<file path="src/hw/acs_pkg.sv">
/*
 * Shared constants and types of the conversion sequencer: register offsets,
 * field positions, reset values, mode and state encodings, converter request.
 * Assumes a 32-bit APB register bus with byte addresses.
 */
package acs_pkg;

	localparam int unsigned ADDR_W = 8;
	localparam int unsigned CH_W   = 4;
	localparam int unsigned SLOT_N = 8;

	////////////////////////////////////////////////////////////////////////////
	// Register byte offsets
	localparam logic [ADDR_W-1:0] NMODE_OFS = 8'h00;
	localparam logic [ADDR_W-1:0] PMODE_OFS = 8'h04;
	localparam logic [ADDR_W-1:0] TRIG_OFS  = 8'h08;
	localparam logic [ADDR_W-1:0] CHAN_OFS  = 8'h0C;
	localparam logic [ADDR_W-1:0] PRES_OFS  = 8'h10;
	localparam logic [2:0]        SLOT_PAGE = 3'h1;

	////////////////////////////////////////////////////////////////////////////
	// Field positions
	localparam int unsigned N_START_BIT = 0;
	localparam int unsigned MODE_LSB    = 1;
	localparam int unsigned ITM_LSB     = 3;
	localparam int unsigned P_START_BIT = 4;
	localparam int unsigned P_CH_LSB    = 0;
	localparam int unsigned BUSY_BIT    = 6;
	localparam int unsigned DONE_BIT    = 7;
	localparam int unsigned T_NSEL_BIT  = 0;
	localparam int unsigned T_PSEL_BIT  = 1;
	localparam int unsigned T_NEN_BIT   = 2;
	localparam int unsigned T_PEN_BIT   = 3;
	localparam int unsigned T_RST_LSB   = 4;
	localparam int unsigned CH_LAST_LSB = 4;

	// Value written to the soft reset field that clears the sequencer
	localparam logic [1:0] SRST_KEY = 2'h1;

	////////////////////////////////////////////////////////////////////////////
	// Encodings
	typedef enum logic [1:0] {
		MODE_FIX_SGL  = 2'h0,
		MODE_SCAN_SGL = 2'h1,
		MODE_FIX_REP  = 2'h2,
		MODE_SCAN_REP = 2'h3
	} acs_mode_e;

	typedef enum logic [1:0] {
		ITM_EVERY1 = 2'h0,
		ITM_EVERY4 = 2'h1,
		ITM_EVERY8 = 2'h2,
		ITM_RSVD   = 2'h3
	} acs_itm_e;

	typedef enum logic [2:0] {
		ST_IDLE = 3'h1,
		ST_NORM = 3'h2,
		ST_PRIO = 3'h4
	} acs_state_e;

	// Reset values
	localparam acs_mode_e        RST_MODE = MODE_FIX_SGL;
	localparam acs_itm_e         RST_ITM  = ITM_EVERY1;
	localparam logic [CH_W-1:0]  RST_CH   = 4'h0;

	// Request to the analog converter
	typedef struct packed {
		logic            start;
		logic            abort;
		logic [CH_W-1:0] ch;
	} acs_conv_req_s;

endpackage

</file>
<file path="src/hw/acs_trig_sel.sv">
/*
 * Hardware trigger selector: picks one of two timer events and gates it
 * with its enable. Events are one-cycle pulses from logic on the same clock.
 */
`timescale 1ns/1ps
module acs_trig_sel (
	input  wire logic ev_a_i,   // Event chosen with select low
	input  wire logic ev_b_i,   // Event chosen with select high
	input  wire logic sel_i,    // Source select
	input  wire logic en_i,     // Hardware triggering allowed
	output logic      trig_o    // Gated trigger pulse
);

	// Combinational: no state, same-clock pulses in and out
	always_comb begin
		trig_o = en_i & (sel_i ? ev_b_i : ev_a_i);
	end

endmodule

</file>
<file path="src/hw/acs_result_bank.sv">
/*
 * Bank of normal conversion result slots, one write and one read port.
 * Assumes writer and reader run on the same clock.
 */
`timescale 1ns/1ps
module acs_result_bank #(
	parameter int unsigned RES_W = 10,   // Result width
	parameter int unsigned DEPTH = 8     // Number of slots
) (
	input  wire logic                     mclk_i,   // System clock
	input  wire logic                     rst_i,    // Sync reset, high
	input  wire logic                     we_i,     // Store a result
	input  wire logic [$clog2(DEPTH)-1:0] widx_i,   // Slot written
	input  wire logic [RES_W-1:0]         wdata_i,  // Result written
	input  wire logic [$clog2(DEPTH)-1:0] ridx_i,   // Slot read
	output logic      [RES_W-1:0]         rdata_o   // Slot contents
);

	logic [RES_W-1:0] mem_q [DEPTH];

	// Slots clear on reset so software never reads stale junk
	always_ff @(posedge mclk_i) begin
		if (rst_i) begin
			for (int i = 0; i < DEPTH; i++) begin
				mem_q[i] <= '0;
			end
		end else if (we_i) begin
			mem_q[widx_i] <= wdata_i;
		end
	end

	// Asynchronous read, registered by the bus slave
	always_comb begin
		rdata_o = mem_q[ridx_i];
	end

endmodule

</file>
<file path="src/hw/acs_sequencer.sv">
/*
 * Conversion sequencer: APB register file, normal and high-priority
 * conversion control, result slot steering and completion pulses.
 * Assumes timers and the analog converter run on mclk_i; the converter
 * drops a conversion on abort and pulses done once per started conversion.
 */
`timescale 1ns/1ps
module acs_sequencer
	import acs_pkg::*;
#(
	parameter int unsigned RES_W = 10   // Converter result width
) (
	input  wire logic                      mclk_i,        // 20 MHz system clock
	input  wire logic                      rst_i,         // Sync reset, high
	input  wire logic                      psel_i,        // APB select
	input  wire logic                      penable_i,     // APB access phase
	input  wire logic                      pwrite_i,      // APB write
	input  wire logic [acs_pkg::ADDR_W-1:0] paddr_i,      // APB byte address
	input  wire logic [31:0]               pwdata_i,      // APB write data
	output logic      [31:0]               prdata_o,      // APB read data
	output logic                           pready_o,      // APB ready
	output logic                           pslverr_o,     // Unmapped address
	input  wire logic                      timer0_event_a_i, // Timer 0 event a
	input  wire logic                      timer0_event_b_i, // Timer 0 event b
	input  wire logic                      timer9_event_b_i, // Timer 9 event b
	output acs_pkg::acs_conv_req_s         conv_req_o,    // Converter request
	input  wire logic                      conv_done_i,   // Conversion finished
	input  wire logic [RES_W-1:0]          conv_result_i, // Result with done
	output logic                           conversion_done_irq_o, // Normal pulse
	output logic                           priority_done_irq_o    // Priority pulse
);

	import acs_pkg::*;

	localparam int unsigned SLOT_W = $clog2(SLOT_N);

	typedef struct packed {
		acs_state_e      st;
		logic            pready;
		logic            pslverr;
		logic [31:0]     prdata;
		acs_mode_e       mode;
		acs_itm_e        itm;
		logic [CH_W-1:0] base_ch;
		logic [CH_W-1:0] last_ch;
		logic [CH_W-1:0] p_ch;
		logic [CH_W-1:0] cur_ch;
		logic            ntsel;
		logic            ptsel;
		logic            nhwen;
		logic            phwen;
		logic            busy_n;
		logic            done_n;
		logic            busy_p;
		logic            done_p;
		logic [2:0]      cnt;
		logic [RES_W-1:0] p_res;
		acs_conv_req_s   req;
		logic            irq_n;
		logic            irq_p;
	} acs_state_s;

	acs_state_s s_q;
	acs_state_s s_d;

	logic              trig_n;
	logic              trig_p;
	logic              res_we;
	logic [SLOT_W-1:0] res_widx;
	logic [RES_W-1:0]  slot_rdata;

	// Mapped address test, shared by read data and error answer
	function automatic logic is_mapped(input logic [ADDR_W-1:0] a);
		return (a == NMODE_OFS) || (a == PMODE_OFS) || (a == TRIG_OFS) ||
			(a == CHAN_OFS) || (a == PRES_OFS) ||
			((a[7:5] == SLOT_PAGE) && (a[1:0] == 2'h0));
	endfunction

	////////////////////////////////////////////////////////////////////////////
	// Timer trigger selection
	acs_trig_sel u_trig_n (
		.ev_a_i (timer0_event_a_i),
		.ev_b_i (timer0_event_b_i),
		.sel_i  (s_q.ntsel),
		.en_i   (s_q.nhwen),
		.trig_o (trig_n)
	);

	acs_trig_sel u_trig_p (
		.ev_a_i (timer0_event_b_i),
		.ev_b_i (timer9_event_b_i),
		.sel_i  (s_q.ptsel),
		.en_i   (s_q.phwen),
		.trig_o (trig_p)
	);

	acs_result_bank #(
		.RES_W (RES_W),
		.DEPTH (SLOT_N)
	) u_bank (
		.mclk_i  (mclk_i),
		.rst_i   (rst_i),
		.we_i    (res_we),
		.widx_i  (res_widx),
		.wdata_i (conv_result_i),
		.ridx_i  (paddr_i[4:2]),
		.rdata_o (slot_rdata)
	);

	////////////////////////////////////////////////////////////////////////////
	// Bus decode and sequencing, one combinational pass
	logic apb_setup;
	logic apb_acc;
	logic wr_nmode;
	logic wr_pmode;
	logic rd_nmode;
	logic rd_pmode;
	logic srst;
	logic n_go;
	logic p_go;
	logic fixed_rep;
	logic grp_end;
	logic n_last;
	logic rep_now;

	always_comb begin
		s_d = s_q;
		s_d.req.start = 1'b0;
		s_d.req.abort = 1'b0;
		s_d.irq_n     = 1'b0;
		s_d.irq_p     = 1'b0;
		res_we        = 1'b0;
		res_widx      = '0;
		grp_end       = 1'b0;
		n_last        = 1'b0;

		apb_setup = psel_i & ~penable_i;
		apb_acc   = psel_i & penable_i & s_q.pready;
		wr_nmode  = apb_acc & pwrite_i & (paddr_i == NMODE_OFS);
		wr_pmode  = apb_acc & pwrite_i & (paddr_i == PMODE_OFS);
		rd_nmode  = apb_acc & ~pwrite_i & (paddr_i == NMODE_OFS);
		rd_pmode  = apb_acc & ~pwrite_i & (paddr_i == PMODE_OFS);
		srst      = apb_acc & pwrite_i & (paddr_i == TRIG_OFS) &&
			(pwdata_i[T_RST_LSB +: 2] == SRST_KEY);

		// Software and hardware starts are ORed, so neither masks the other
		n_go = ((wr_nmode & pwdata_i[N_START_BIT]) | trig_n) &
			~s_q.busy_n & ~s_q.busy_p;
		p_go = ((wr_pmode & pwdata_i[P_START_BIT]) | trig_p) &
			~s_q.busy_p;

		// Zero-wait slave: ready and data are registered in the setup cycle
		s_d.pready  = apb_setup;
		s_d.pslverr = apb_setup & ~is_mapped(paddr_i);
		if (apb_setup && !pwrite_i) begin
			s_d.prdata = 32'h0000_0000;
			if (paddr_i == NMODE_OFS) begin
				s_d.prdata[MODE_LSB +: 2] = s_q.mode;
				s_d.prdata[ITM_LSB +: 2]  = s_q.itm;
				s_d.prdata[BUSY_BIT]      = s_q.busy_n;
				s_d.prdata[DONE_BIT]      = s_q.done_n;
			end else if (paddr_i == PMODE_OFS) begin
				s_d.prdata[P_CH_LSB +: CH_W] = s_q.p_ch;
				s_d.prdata[BUSY_BIT]         = s_q.busy_p;
				s_d.prdata[DONE_BIT]         = s_q.done_p;
			end else if (paddr_i == TRIG_OFS) begin
				s_d.prdata[T_NSEL_BIT] = s_q.ntsel;
				s_d.prdata[T_PSEL_BIT] = s_q.ptsel;
				s_d.prdata[T_NEN_BIT]  = s_q.nhwen;
				s_d.prdata[T_PEN_BIT]  = s_q.phwen;
			end else if (paddr_i == CHAN_OFS) begin
				s_d.prdata[CH_W-1:0]            = s_q.base_ch;
				s_d.prdata[CH_LAST_LSB +: CH_W] = s_q.last_ch;
			end else if (paddr_i == PRES_OFS) begin
				s_d.prdata[RES_W-1:0] = s_q.p_res;
			end else if (is_mapped(paddr_i)) begin
				s_d.prdata[RES_W-1:0] = slot_rdata;
			end
		end

		// Configuration writes
		if (wr_nmode) begin
			s_d.mode = acs_mode_e'(pwdata_i[MODE_LSB +: 2]);
			s_d.itm  = acs_itm_e'(pwdata_i[ITM_LSB +: 2]);
		end
		if (wr_pmode) begin
			s_d.p_ch = pwdata_i[P_CH_LSB +: CH_W];
		end
		if (apb_acc && pwrite_i && paddr_i == TRIG_OFS) begin
			s_d.ntsel = pwdata_i[T_NSEL_BIT];
			s_d.ptsel = pwdata_i[T_PSEL_BIT];
			s_d.nhwen = pwdata_i[T_NEN_BIT];
			s_d.phwen = pwdata_i[T_PEN_BIT];
		end
		if (apb_acc && pwrite_i && paddr_i == CHAN_OFS) begin
			s_d.base_ch = pwdata_i[CH_W-1:0];
			s_d.last_ch = pwdata_i[CH_LAST_LSB +: CH_W];
		end

		// Done flags clear on read; a set in the same cycle wins below.
		// Only a one that software has actually seen is cleared, so a done
		// set between setup and access is not lost.
		if (rd_nmode && s_q.prdata[DONE_BIT]) begin
			s_d.done_n = 1'b0;
		end
		if (rd_pmode && s_q.prdata[DONE_BIT]) begin
			s_d.done_p = 1'b0;
		end

		fixed_rep = (s_d.mode == MODE_FIX_REP);
		rep_now   = s_d.mode[1];

		// Normal start latches the sequence origin
		if (n_go) begin
			s_d.busy_n = 1'b1;
			s_d.cur_ch = s_q.base_ch;
			s_d.cnt    = 3'h0;
		end

		unique case (s_q.st)
			ST_IDLE, ST_NORM: begin
				if (p_go) begin
					// Abort normal work; cur_ch and busy_n stay put
					s_d.busy_p    = 1'b1;
					s_d.req.abort = (s_q.st == ST_NORM);
					s_d.req.start = 1'b1;
					s_d.req.ch    = s_d.p_ch;
					s_d.st        = ST_PRIO;
				end else if (n_go) begin
					s_d.req.start = 1'b1;
					s_d.req.ch    = s_q.base_ch;
					s_d.st        = ST_NORM;
				end else if (s_q.st == ST_NORM && conv_done_i && !s_q.req.start) begin
					// Slot steering: fixed repeat cycles slots, others map channel
					res_we = 1'b1;
					if (fixed_rep) begin
						unique case (s_d.itm)
							ITM_EVERY1: begin
								res_widx = '0;
								grp_end  = 1'b1;
							end
							ITM_EVERY4: begin
								res_widx = {1'b0, s_q.cnt[1:0]};
								grp_end  = (s_q.cnt[1:0] == 2'h3);
							end
							ITM_EVERY8, ITM_RSVD: begin
								res_widx = s_q.cnt;
								grp_end  = (s_q.cnt == 3'h7);
							end
						endcase
						s_d.cnt = grp_end ? 3'h0 : s_q.cnt + 3'h1;
					end else begin
						res_widx = s_q.cur_ch[SLOT_W-1:0];
						n_last   = ~s_d.mode[0] || (s_q.cur_ch == s_q.last_ch);
						grp_end  = n_last;
					end
					if (grp_end) begin
						s_d.done_n = 1'b1;
						s_d.irq_n  = 1'b1;
					end
					// Repeat cleared: stop after this conversion (or this scan)
					if (!rep_now && (fixed_rep || !s_d.mode[0] || n_last)) begin
						s_d.busy_n = 1'b0;
						s_d.st     = ST_IDLE;
					end else begin
						if (s_d.mode[0]) begin
							s_d.cur_ch = n_last ? s_q.base_ch : s_q.cur_ch + 4'h1;
						end
						s_d.req.start = 1'b1;
						s_d.req.ch    = s_d.cur_ch;
					end
				end
			end
			ST_PRIO: begin
				// A done beside our own start belongs to the aborted conversion
				if (conv_done_i && !s_q.req.start) begin
					s_d.p_res  = conv_result_i;
					s_d.done_p = 1'b1;
					s_d.irq_p  = 1'b1;
					s_d.busy_p = 1'b0;
					if (s_q.busy_n) begin
						// Redo the channel that was cut short
						s_d.req.start = 1'b1;
						s_d.req.ch    = s_q.cur_ch;
						s_d.st        = ST_NORM;
					end else begin
						s_d.st = ST_IDLE;
					end
				end
			end
			default: begin
				s_d.st = ST_IDLE;
			end
		endcase

		// Soft reset stops everything but keeps configuration
		if (srst) begin
			s_d.req.abort = (s_q.st != ST_IDLE);
			s_d.req.start = 1'b0;
			s_d.busy_n    = 1'b0;
			s_d.busy_p    = 1'b0;
			s_d.done_n    = 1'b0;
			s_d.done_p    = 1'b0;
			s_d.st        = ST_IDLE;
		end
	end

	////////////////////////////////////////////////////////////////////////////
	// State register
	always_ff @(posedge mclk_i) begin
		if (rst_i) begin
			s_q         <= '0;
			s_q.st      <= ST_IDLE;
			s_q.mode    <= RST_MODE;
			s_q.itm     <= RST_ITM;
			s_q.base_ch <= RST_CH;
			s_q.last_ch <= RST_CH;
			s_q.p_ch    <= RST_CH;
		end else begin
			s_q <= s_d;
		end
	end

	// Outputs straight from the state register
	always_comb begin
		prdata_o              = s_q.prdata;
		pready_o              = s_q.pready;
		pslverr_o             = s_q.pslverr;
		conv_req_o            = s_q.req;
		conversion_done_irq_o = s_q.irq_n;
		priority_done_irq_o   = s_q.irq_p;
	end
endmodule

</file>
<file path="config.mk">
export PLATFORM = sky130hd
export DESIGN_NAME = acs_sequencer
export DESIGN_NICKNAME = d
export VERILOG_FILES = /design/src/hw/acs_pkg.sv /design/src/hw/acs_trig_sel.sv /design/src/hw/acs_result_bank.sv /design/src/hw/acs_sequencer.sv
export SDC_FILE = /design/constraint.sdc
export NUM_CORES = 1
export LEC_CHECK = 0
export BUFFER_PORTS_ARGS = -buffer_cell sky130_fd_sc_hd__clkbuf_2
export CAP_MARGIN = 20
export CORE_MARGIN = 2
export CORE_UTILIZATION = 30
export CTS_BUF_LIST = sky130_fd_sc_hd__clkbuf_8
export DETAILED_ROUTE_END_ITERATION = 8
export HOLD_SLACK_MARGIN = 0.03
export PLACE_DENSITY = 0.45
export SYNTH_ARGS = -nofsm -noshare
export SYNTH_HDL_FRONTEND = slang
export SYNTH_HIERARCHICAL = 1
export SYNTH_SLANG_ARGS = --single-unit
</file>
<file path="constraint.sdc">
create_clock -name mclk_i -period 6 [get_ports mclk_i]
set_input_delay 0.9 -clock mclk_i [delete_from_list [all_inputs] [get_ports mclk_i]]
set_output_delay 0.9 -clock mclk_i [all_outputs]
set_load 0.03 [all_outputs]
</file>
==> metrics.log <==
INFO  metric drc = 0
INFO  metric gr-usage-all-layers = 16.6%
INFO  metric core_rows = 58
INFO  metric finalWorstSetupSlack = 1.57 ns
INFO  metric synthesis.area_per_instance = 10.3 um2
INFO  metric p_r_area_growth_vs_syn = 10.4%
INFO  metric core_ar = 25200 um2
INFO  metric die_width = 164 um
INFO  metric synth-xor-area-share = 0.569%
INFO  metric initial_core_util = 30.6%
INFO  metric synth.area.mux_share = 10.0%
INFO  metric result_of_the_run = finished, final reports clean
INFO  metric num_vias = 5888
INFO  metric timing.hold.worst_endpoint = prdata_o[1]$_SDFFE_PP0P_
INFO  metric number_of_enable_type_register_cells_in_the_synthesized_netlist = 80
INFO  metric cp_data_arrival_time = 4.60 ns
INFO  metric postLayoutCoreUtil = 33.8%
INFO  metric whs = 0.454 ns
INFO  metric slowest_delay = 0.88 ns
INFO  metric dominant_combinational_cell_family_by_area_after_synthesis = simple AND/OR/NAND/NOR gates
INFO  metric worstPathCellList = clkbuf_2 -> or4_1 -> o31a_1 -> nor2_1 -> a31oi_1 -> a22oi_1 -> nor2_1 -> or3b_1 -> o21bai_1 -> buf_4
INFO  metric layout_commonest_cell = sky130_fd_sc_hd__nor3_1
INFO  metric die_h = 164 um
INFO  metric critPathSlowestCell = sky130_fd_sc_hd__or4_1
INFO  metric r2r_setup_slack = 2.13 ns
INFO  metric largest_net_degree_at_the_start_of_global_routing = 72
INFO  metric grt_overflow_total = 0
INFO  metric rr_endpoint = u_bank/mem_q[5][1]$_SDFFCE_PN0P_
INFO  metric finalSetupTns = 0 ns
INFO  metric final_gp_congestion = 0.903
INFO  metric ys_ff_latch = 144
INFO  metric min_from = prdata_o[1]$_SDFFE_PP0P_
INFO  metric yosys.area_share.adder = 0.487%
INFO  metric detailedPlace.worstSlack = 1.14 ns
INFO  metric post_drt_wl_per_cell = 19.4 um
INFO  metric drive_gt1_share = 18.2%
INFO  metric post-route-min-period = 4.43 ns
INFO  metric ctsRootBufferMaster = sky130_fd_sc_hd__clkbuf_8
INFO  metric ff2ff_path_depth = 9
INFO  metric avgViaCountPerCell = 5.28
INFO  metric tritoncts = done
INFO  metric design.portCount = 101
INFO  metric worst_hold_path_type = register to register
INFO  metric async_reset_ff_share = 0%
INFO  metric number_of_antenna_violations_at_the_first_check_in_global_routing = 0
INFO  metric final-setup-viol-count = 0
INFO  metric cts_hold_repair.buffers = 0
INFO  metric netlist_instances = 744
INFO  metric synthFlopType = sky130_fd_sc_hd__edfxtp_1
INFO  metric path_max_fanout = 21
INFO  metric n_fill_cell = 2598
INFO  metric drv_cap = 0
INFO  metric detailroute.wirelength.met2 = 11.1 mm
INFO  metric wl_met3 = 985 um
INFO  metric cts_buffers = 17
INFO  metric wl = 21.7 mm
INFO  metric clkLatencyLatePin = 0.46 ns
INFO  metric top_signal_layer_used = met4
INFO  metric postCtsSetupBuffers = 0
INFO  metric antenna_cells = 0
INFO  metric htree_depth = 4
INFO  metric ctsLongestPathBuffers = 2
INFO  metric synth.distinct_cells = 78
INFO  metric worstPathRequired = 6.16 ns
INFO  metric rsz_0062_raised_after_global_routing = no
INFO  metric post_synth_instance_area = 7700 um2
INFO  metric grt_pass1_vias = 5889
INFO  metric synth-compound-area-share = 15.1%
INFO  metric m1WireLength = 9.27 mm
INFO  metric numPortBuffers = 54
INFO  metric clkSinkCount = 144
INFO  metric postRouteAntennaNets = 0
INFO  metric maxSlewHeadroom = 24.3%
INFO  metric die-area = 27000 um2
INFO  metric yosysSeqAreaShare = 47.8%
INFO  metric finClkSkew = 0.0229 ns
INFO  metric place_hpwl = 16.3 mm
INFO  metric finalHoldViolations = 0
INFO  metric synthesis.yosys.warnings = 6
INFO  metric most-common-layout-cells = sky130_fd_sc_hd__nor3_1, sky130_fd_sc_hd__edfxtp_1, sky130_fd_sc_hd__dfxtp_1, sky130_fd_sc_hd__nor2_1, sky130_fd_sc_hd__clkbuf_2
INFO  metric max_freq = 226 MHz
INFO  metric leakagePower = 2.90 nW
INFO  metric min_path_cells = 2
INFO  metric path_common_cell = sky130_fd_sc_hd__nor2_1
INFO  metric worstSetupStartpointType = input pin
INFO  metric grt_first_pass_wirelength = 33.9 mm
INFO  metric worstSetupPathType = input pin to register
INFO  metric initialDrtViolationCount = 390
INFO  metric post_synth_and_or_nand_nor_area_fraction = 17.8%
INFO  metric worst-slew-pin-transition = 1.12 ns
INFO  metric timing.critical_path.to_type = register
INFO  metric regToRegStartpoint = pready_o$_SDFF_PP0_
INFO  metric slew_violations = 0
INFO  metric p_per_cell_area = 249 nW/um2
INFO  metric worst_setup_hold_path_clk_slew = 0.08 ns
INFO  metric timing.final.crit_share = 73.9%
INFO  metric firstDrtPassIters = 7
INFO  metric post_cts_resized = 0
INFO  metric finalNetCount = 834
INFO  metric vdd.ir_drop.worst = 0.000129 V
cell type report:
type | count | area, um2 | share of cell area [%]
clock buffers | 17 | 234 | 2.75
inverters | 21 | 78.8 | 0.927
well taps | 330 | 413 | 4.86
clock inverters | 15 | 159 | 1.87
repair buffers | 80 | 465 | 5.47
multi-input cells | 508 | 3470 | 40.8
flip-flops and latches | 144 | 3680 | 43.3
cell families after synthesis:
kind of cell,after synthesis
flip-flops,144
AND/OR/NAND/NOR,272
adder cells (fa/ha/maj),3
XOR/XNOR,5
multiplexers,43
other,1
buffers and inverters,113
AO/OA/AOI/OAI,163
sequential cells by signal, summed over array words and instances (netlist names):
signal,flops
priority_done_irq_o,1
conv_req_o,6
conversion_done_irq_o,1
pready_o,1
u_bank/mem_q,80
prdata_o,10
pslverr_o,1
s_q,44
through the flow:
step / total power, mW / area, um2 / cells
finish: 2.12 / 8500 / 1115
CTS: 2.15 / 8500 / 1115
global route: 2.22 / 8500 / 1115
global placement: 1.37 / 8110 / 1083
floorplan: 1.31 / 7780 / 765
detailed placement: 1.37 / 8110 / 1083
critical path, delay by kind of cell:
| kind | cells | cell delay, ns |
|---|---|---|
| and+or+nand+nor | 4 | 1.88 |
| buffers and inverters | 2 | 0.55 |
| AOI/OAI and AO/OA | 4 | 1.25 |
per-layer routing:
metal	vias to the layer above	GRT usage (%)
li1	2831	-
met1	2881	20.7
met2	156	29.2
met3	20	2.93
met4	0	4.90
met5	-	0
power breakdown:
group / internal (mW) / switching [mW] / leakage (nW) / total [mW]
logic: 0.0892 / 0.168 / 1.39 / 0.257
registers: 1.07 / 0.0183 / 1.32 / 1.09
clock network: 0.348 / 0.424 / 0.200 / 0.772
cells in the mapped netlist, drive strengths merged, types with 7 or more instances:
master,count,area share [%]
nor2,58,2.9
nand2,48,2.3
or2,7,0.57
nor3,93,6.0
inv,11,0.54
o21bai,10,0.97
buf,55,5.4
nor2b,10,0.81
mux4,20,6.8
nand2b,9,0.73
mux2i,11,1.4
nor4,7,0.93
edfxtp,80,31
nand3,13,0.84
o21ai,23,1.5
o211ai,9,0.88
a311oi,7,0.88
a21oi,44,2.9
clkinv,10,0.49
mux2,12,1.8
a211oi,9,0.88
clkbuf,37,1.8
a22oi,9,0.88
dfxtp,64,17
worst max path at each step:
stage | startpoint | to | slack [ns] | depth (start not counted)
2_1_floorplan | paddr_i[2] | u_bank/mem_q[0][0]$_SDFFCE_PN0P_ | 1.88 | 11
3_3_place_gp | paddr_i[3] | u_bank/mem_q[5][1]$_SDFFCE_PN0P_ | 1.19 | 10
3_5_place_dp | paddr_i[3] | u_bank/mem_q[5][1]$_SDFFCE_PN0P_ | 1.14 | 10
4_1_cts | paddr_i[3] | u_bank/mem_q[5][1]$_SDFFCE_PN0P_ | 1.61 | 10
5_1_grt | paddr_i[3] | u_bank/mem_q[5][1]$_SDFFCE_PN0P_ | 1.35 | 10
6_report | paddr_i[3] | u_bank/mem_q[5][1]$_SDFFCE_PN0P_ | 1.57 | 10
No activity file was read; power rests on OpenSTA's default activity.
